## src/core/rsc_pkg.sv

```systemverilog
// Constants and types shared by the reset source controller
`default_nettype none
package rsc_pkg;

	localparam int CLK_FREQ_MHZ = 40;
	localparam int T_PIN_MIN_NS = 100;
	// Whole cycles inside the shortest legal pin pulse
	localparam int PIN_MIN_CYC = (T_PIN_MIN_NS * CLK_FREQ_MHZ) / 1000;
	// One cycle given up to the unknown sampling phase of the pin
	localparam int PIN_FILT_CYC = (PIN_MIN_CYC > 1) ? PIN_MIN_CYC - 1 : 1;
	localparam int PIN_CNT_W = 3;
	localparam logic [PIN_CNT_W-1:0] PIN_FILT_MAX = PIN_CNT_W'(PIN_FILT_CYC);
	localparam logic [PIN_CNT_W-1:0] PIN_CNT_ZERO = 3'h0;

	localparam int STRETCH_CYC = 16;
	localparam int STR_CNT_W = 5;
	localparam logic [STR_CNT_W-1:0] STRETCH_LAST = STR_CNT_W'(STRETCH_CYC - 1);
	localparam logic [STR_CNT_W-1:0] STR_CNT_ZERO = 5'h00;
	localparam logic [STR_CNT_W-1:0] STR_CNT_ONE = 5'h01;

	localparam int BOOT_W = 2;
	localparam logic [BOOT_W-1:0] BOOT_RST = 2'h0;

	localparam int CAUSE_W = 5;
	localparam int CAUSE_POR = 0;
	localparam int CAUSE_HW = 1;
	localparam int CAUSE_WDT = 2;
	localparam int CAUSE_WAKE = 3;
	localparam int CAUSE_BOR = 4;
	localparam logic [CAUSE_W-1:0] CAUSE_NONE = 5'h00;
	localparam logic [CAUSE_W-1:0] CAUSE_POR_ONLY = 5'h01;

	typedef enum logic [1:0] {
		ST_RUN = 2'b00,
		ST_HOLD = 2'b01,
		ST_STRETCH = 2'b10
	} rsc_state_e;

	// Keeps only the strongest cause: power-on, brownout, wake-up, pin, watchdog
	function automatic logic [CAUSE_W-1:0] rsc_prio(input logic [CAUSE_W-1:0] c);
		logic [CAUSE_W-1:0] r;
		r = CAUSE_NONE;
		if (c[CAUSE_POR]) begin
			r[CAUSE_POR] = 1'b1;
		end else if (c[CAUSE_BOR]) begin
			r[CAUSE_BOR] = 1'b1;
		end else if (c[CAUSE_WAKE]) begin
			r[CAUSE_WAKE] = 1'b1;
		end else if (c[CAUSE_HW]) begin
			r[CAUSE_HW] = 1'b1;
		end else if (c[CAUSE_WDT]) begin
			r[CAUSE_WDT] = 1'b1;
		end
		return r;
	endfunction

endpackage
`default_nettype wire

```

## src/core/rsc_reset_ctrl.sv

```systemverilog
// Reset source controller: merges reset sources, latches boot pins, tracks RAM validity
`timescale 1ns/1ps
`default_nettype none

module rsc_reset_ctrl
	import rsc_pkg::*;
(
	input wire logic ref_clk,
	input wire logic rst,
	input wire logic por_req,
	input wire logic reset_pin_n,
	input wire logic brownout_req,
	input wire logic watchdog_unit_req,
	input wire logic power_down,
	input wire logic [BOOT_W-1:0] boot_pins,
	output logic sys_reset,
	output logic [BOOT_W-1:0] boot_sel,
	output logic [CAUSE_W-1:0] reset_cause,
	output logic ram_kept
);

	////////////////////////////////////////////////////////////////////////////////
	// Synchronisers for everything that comes from outside the clock domain

	logic por_s1_reg, por_s2_reg;
	logic bor_s1_reg, bor_s2_reg;
	logic pin_s1_reg, pin_s2_reg;
	logic [BOOT_W-1:0] boot_s1_reg, boot_s2_reg;

	always_ff @(posedge ref_clk) begin
		if (rst) begin
			por_s1_reg <= 1'b0;
			por_s2_reg <= 1'b0;
			bor_s1_reg <= 1'b0;
			bor_s2_reg <= 1'b0;
			pin_s1_reg <= 1'b1;
			pin_s2_reg <= 1'b1;
			boot_s1_reg <= BOOT_RST;
			boot_s2_reg <= BOOT_RST;
		end else begin
			por_s1_reg <= por_req;
			por_s2_reg <= por_s1_reg;
			bor_s1_reg <= brownout_req;
			bor_s2_reg <= bor_s1_reg;
			pin_s1_reg <= reset_pin_n;
			pin_s2_reg <= pin_s1_reg;
			boot_s1_reg <= boot_pins;
			boot_s2_reg <= boot_s1_reg;
		end
	end

	////////////////////////////////////////////////////////////////////////////////
	// Pin filter: short glitches are ignored, a legal pulse always qualifies

	logic [PIN_CNT_W-1:0] pin_cnt_reg, pin_cnt_next;
	logic pin_act;

	always_comb begin
		pin_cnt_next = PIN_CNT_ZERO;
		if (!pin_s2_reg) begin
			if (pin_cnt_reg == PIN_FILT_MAX) begin
				pin_cnt_next = PIN_FILT_MAX;
			end else begin
				pin_cnt_next = pin_cnt_reg + 3'h1;
			end
		end
	end

	always_ff @(posedge ref_clk) begin
		if (rst) begin
			pin_cnt_reg <= PIN_CNT_ZERO;
		end else begin
			pin_cnt_reg <= pin_cnt_next;
		end
	end

	// Qualifies within the low pulse the outside driver must provide
	assign pin_act = (pin_cnt_reg == PIN_FILT_MAX);

	////////////////////////////////////////////////////////////////////////////////
	// Source merge and reset sequence

	logic any_src;
	logic [CAUSE_W-1:0] src_cause;

	always_comb begin
		src_cause = CAUSE_NONE;
		src_cause[CAUSE_POR] = por_s2_reg;
		src_cause[CAUSE_BOR] = bor_s2_reg;
		src_cause[CAUSE_WDT] = watchdog_unit_req;
		// Pin reset is accepted in both modes; power-down marks it as wake-up
		src_cause[CAUSE_WAKE] = pin_act & power_down;
		src_cause[CAUSE_HW] = pin_act & ~power_down;
	end

	assign any_src = |src_cause;

	rsc_state_e state_reg, state_next;
	logic [STR_CNT_W-1:0] cnt_reg, cnt_next;
	logic [CAUSE_W-1:0] cause_reg, cause_next;
	logic sys_reset_reg, sys_reset_next;
	logic [BOOT_W-1:0] boot_sel_reg, boot_sel_next;
	logic ram_kept_reg, ram_kept_next;

	always_comb begin
		state_next = state_reg;
		cnt_next = cnt_reg;
		cause_next = cause_reg;
		sys_reset_next = sys_reset_reg;
		boot_sel_next = boot_sel_reg;
		ram_kept_next = ram_kept_reg;
		case (state_reg)
			ST_RUN: begin
				if (any_src) begin
					state_next = ST_HOLD;
					sys_reset_next = 1'b1;
					cause_next = rsc_prio(src_cause);
				end
			end
			ST_HOLD: begin
				cause_next = rsc_prio(cause_reg | src_cause);
				if (!any_src) begin
					state_next = ST_STRETCH;
					cnt_next = STR_CNT_ZERO;
				end
			end
			ST_STRETCH: begin
				cause_next = rsc_prio(cause_reg | src_cause);
				if (any_src) begin
					// A fresh source restarts the sequence; reset never drops early
					state_next = ST_HOLD;
				end else if (cnt_reg == STRETCH_LAST) begin
					state_next = ST_RUN;
					sys_reset_next = 1'b0;
					// Watchdog, wake-up and brownout resets keep the boot choice the running code was built on
					if (cause_reg[CAUSE_POR] || cause_reg[CAUSE_HW]) begin
						boot_sel_next = boot_s2_reg;
					end
					// Brownout may corrupt RAM as a power loss does
					if (cause_reg[CAUSE_POR] || cause_reg[CAUSE_BOR]) begin
						ram_kept_next = 1'b0;
					end else if (cause_reg[CAUSE_WAKE]) begin
						ram_kept_next = 1'b1;
					end
				end else begin
					cnt_next = cnt_reg + STR_CNT_ONE;
				end
			end
			default: begin
				state_next = ST_HOLD;
				sys_reset_next = 1'b1;
				cause_next = CAUSE_POR_ONLY;
			end
		endcase
	end

	// The controller's own reset counts as a power-on
	always_ff @(posedge ref_clk) begin
		if (rst) begin
			state_reg <= ST_STRETCH;
			cnt_reg <= STR_CNT_ZERO;
			cause_reg <= CAUSE_POR_ONLY;
			sys_reset_reg <= 1'b1;
			boot_sel_reg <= BOOT_RST;
			ram_kept_reg <= 1'b0;
		end else begin
			state_reg <= state_next;
			cnt_reg <= cnt_next;
			cause_reg <= cause_next;
			sys_reset_reg <= sys_reset_next;
			boot_sel_reg <= boot_sel_next;
			ram_kept_reg <= ram_kept_next;
		end
	end

	assign sys_reset = sys_reset_reg;
	assign boot_sel = boot_sel_reg;
	assign reset_cause = cause_reg;
	assign ram_kept = ram_kept_reg;
endmodule

`default_nettype wire

```

## config.mk

```make
export PLATFORM = sky130hd
export DESIGN_NAME = rsc_reset_ctrl
export DESIGN_NICKNAME = d
export VERILOG_FILES = /design/src/core/rsc_pkg.sv /design/src/core/rsc_reset_ctrl.sv
export SDC_FILE = /design/constraint.sdc
export NUM_CORES = 1
export LEC_CHECK = 0
export ABC_AREA = 0
export BUFFER_PORTS_ARGS = -buffer_cell sky130_fd_sc_hd__buf_4
export CORE_ASPECT_RATIO = 1.1
export CORE_MARGIN = 2
export CORE_UTILIZATION = 50
export DETAILED_ROUTE_END_ITERATION = 10
export PLACE_DENSITY_LB_ADDON = 0.12
export SYNTH_ARGS = -nofsm -noshare
export SYNTH_HDL_FRONTEND = slang
export SYNTH_SLANG_ARGS = --single-unit
```

## constraint.sdc

```tcl
create_clock -name ref_clk -period 2.55 [get_ports ref_clk]
set_input_delay 0.255 -clock ref_clk [delete_from_list [all_inputs] [get_ports ref_clk]]
set_output_delay 0.255 -clock ref_clk [all_outputs]
set_load 0.01 [all_outputs]
```

==> qor.yml <==
clock_network:
  cts_buffer_depth: 2
  cts_resized: 0
  clk_pin_slew_worst_paths_ns: 0.10
  tritoncts: "done"
  cts_buffers: 5
  clkSinkCount: 29
  root_buffer: "clkbuf_4"
  postCtsSetupBuffers: 0
  hold_buffers: 0
  clkLatencyLatePin_ns: 0.33
  htreeDepth: 2
synthesis:
  yosysSeqAreaShare_pct: 43.53
  synth_enable_flop_cells: 0
  synth-main-ff-cell: "dfxtp_1"
  synth_area_per_cell_um2: 9.393
  synth_area_um2: 1334
  ys_seq_elements: 29
  ys_types: 44
  synth_nets: 159
  yosys_warnings: 0
  synthArstFlopShare_pct: 0
  synthCells: 142
worst_hold_path:
  holdPathStages: 2
  worstHoldPathType: "in2reg"
  min_from: "reset_pin_n"
  whs_endpoint: "pin_s1_reg"
detailed_routing:
  via_count: 1102
  drcViolationCount: 0
  ant_nets: 0
  first_iter_violations: 36
  wl_per_cell_um: 13.38
  vias_per_cell: 5.710
  firstDrtPassIters: 4
  wl_mm: 2.583
critical_path:
  rr_worst_depth: 5
  worstSetupPathType: "reg2reg"
  crit_chain: "ha_1 -> ha_1 -> or4_4 -> or4_1 -> a221o_1"
  startpoint: "pin_cnt_reg[0]"
  arrival_ns: 2.38
  cp_top_family: "simple AND/OR/NAND/NOR gates"
  cp_common_cell: "ha_1"
  reg2reg_from: "pin_cnt_reg[0]"
  crit_buf_inv: 0
  r2r_end: "sys_reset"
  cp_max_fo: 9
  worst_setup_path_start_kind: "flip-flop"
  critPathSlowestCell: "or4_4"
  setup.worst_path.end_class: "flip-flop"
  r2r_slack_ns: 0.40
  required_ns: 2.78
  cp_slowest_stage_delay_ns: 0.56
timing:
  tightest_slew_ns: 0.6799
  finalSetupTns_ns: 0
  period_share_pct: 84.44
  final_max_slew_viol_count: 0
  final.min_clock_period_ns: 2.153
  setup_viol: 0
  hold_viol: 0
  clock.fmax_ghz: 0.4644
  rsz0062_at_grt: "no"
  fin_skew_ns: 0.01136
  slew_headroom_pct: 54.06
layout:
  drive_gt1_share_pct: 22.22
  stdcell_count: 193
  area_delta_synth_final_pct: 17.35
  final_nets: 178
  fillers: 252
  diodes: 0
floorplan:
  die_height_um: 58.17
  die_w_um: 53.25
  core_um2: 2520
  die-area_um2: 3097
  rows: 19
  initial_utilization_pct: 52.93
  ios: 18
power:
  p_per_area_nw_per_um2: 756.7
  swShare_pct: 25.68
  clkPwrFrac_pct: 39.9
  p_int_w: 0.0008803
  power_switching_w: 0.0003041
  p_leak_nw: 0.6289
  peakVddDrop_v: 0.0005523
  combPwrFrac_pct: 18.2
  p_seq_share_pct: 42.0
status:
  status: "finished, final reports clean"
global_routing:
  grt_usage_pct: 18.72
  antenna_found_initial: 0
  grt_pass1_vias: 983
  grt_first_pass_wirelength_mm: 4.250
  gr-total-overflow: 0
  grt_start_max_net_pins: 24
placed_design:
  port_buffers: 17
  dp_cells: 185
  place_congestion: 0.9238
  place_hpwl_mm: 1.784
run:
  max_cap_violations: 0
-- stage by stage --
stage	util [%]	worst slack [ns]	instance area, um^2	total power, W	hold WS (ns)
6_report	62.12	0.3967	1565	0.001184	0.1096
4_1_cts	62.12	0.3975	1565	0.001192	0.1018
3_3_place_gp	58.04	0.4414	1463	0.0007156	0.3908
5_1_grt	62.12	0.3244	1565	0.001244	0.09628
2_1_floorplan	-	0.2995	1334	0.0006720	0.3381
3_5_place_dp	58.04	0.4109	1463	0.0007204	0.3997
-- cell usage after synthesis (2+ instances only) --
| library cell | instances | area (um^2) |
|---|---|---|
| mux2i_1 | 3 | 30.03 |
| nor2b_1 | 8 | 50.05 |
| dfxtp_1 | 29 | 580.6 |
| o211ai_1 | 2 | 15.01 |
| nand2b_1 | 2 | 12.51 |
| ha_1 | 8 | 100.1 |
| inv_1 | 9 | 33.78 |
| a221o_1 | 2 | 20.02 |
| nand4_1 | 2 | 12.51 |
| or2_2 | 2 | 12.51 |
| buf_6 | 2 | 22.52 |
| and2_2 | 2 | 15.01 |
| nor3_1 | 7 | 35.03 |
| a21oi_1 | 2 | 10.01 |
| nand2_1 | 9 | 33.78 |
| a32oi_1 | 2 | 17.52 |
| clkbuf_1 | 3 | 11.26 |
| o2111ai_1 | 3 | 26.28 |
| o21ai_0 | 5 | 25.02 |
| nor2_1 | 9 | 33.78 |
| a211oi_1 | 2 | 15.01 |
| nand3_1 | 6 | 30.03 |
| nor4_1 | 2 | 12.51 |
-- power groups by stage --
stage,registers [W],clock network [W],logic (W)
final,0.000497,0.000472,0.000215
after floorplan,0.000506,0,0.000166
after CTS,0.000497,0.000481,0.000214
after global routing,0.000501,0.000505,0.000238
after global placement,0.000506,0,0.000210
after detailed placement,0.000507,0,0.000213
-- cells in the final DEF, fill, tap and decap left out, drive strengths merged, types with 3 or more instances in the layout --
| cell | instances |
|---|---|
| clkbuf | 5 |
| ha | 8 |
| dfxtp | 29 |
| nor3 | 7 |
| nor2 | 9 |
| inv | 9 |
| o2111ai | 3 |
| mux2i | 3 |
| nand2 | 9 |
| nor2b | 8 |
| buf | 19 |
| o21ai | 5 |
| nand3 | 6 |
-- layer usage --
metal	global-route usage, %	up-vias	wire length [um]
met2	28.40	32	1188
li1	-	550	-
met5	0	-	0
met3	8.247	2	173
met4	5.861	0	12
met1	23.78	518	1209
-- worst max path at each step --
stage / endpoint / cells past startpoint
floorplan: sys_reset / 7
global placement: sys_reset / 5
detailed placement: sys_reset / 5
CTS: sys_reset / 5
global route: sys_reset / 5
finish: sys_reset / 5
-- area by class of cell --
cell class / instances / area, um^2 / area share [%]
flip-flops and latches: 29 / 580.6 / 37.09
inverters: 9 / 33.78 / 2.158
multi-input cells: 97 / 666.9 / 42.61
repair buffers: 19 / 142.6 / 9.113
well taps: 31 / 38.79 / 2.478
clock inverters: 3 / 65.06 / 4.157
clock buffers: 5 / 37.54 / 2.398
-- kinds of logic after synthesis --
logic type | share of synthesized area [%]
and+or+nand+nor | 25.61
DFF | 43.53
AOI/OAI and AO/OA | 14.64
buffers and inverters | 6.472
adders and majority gates | 7.505
muxes | 2.251
Power figures use the tool's default switching activity.
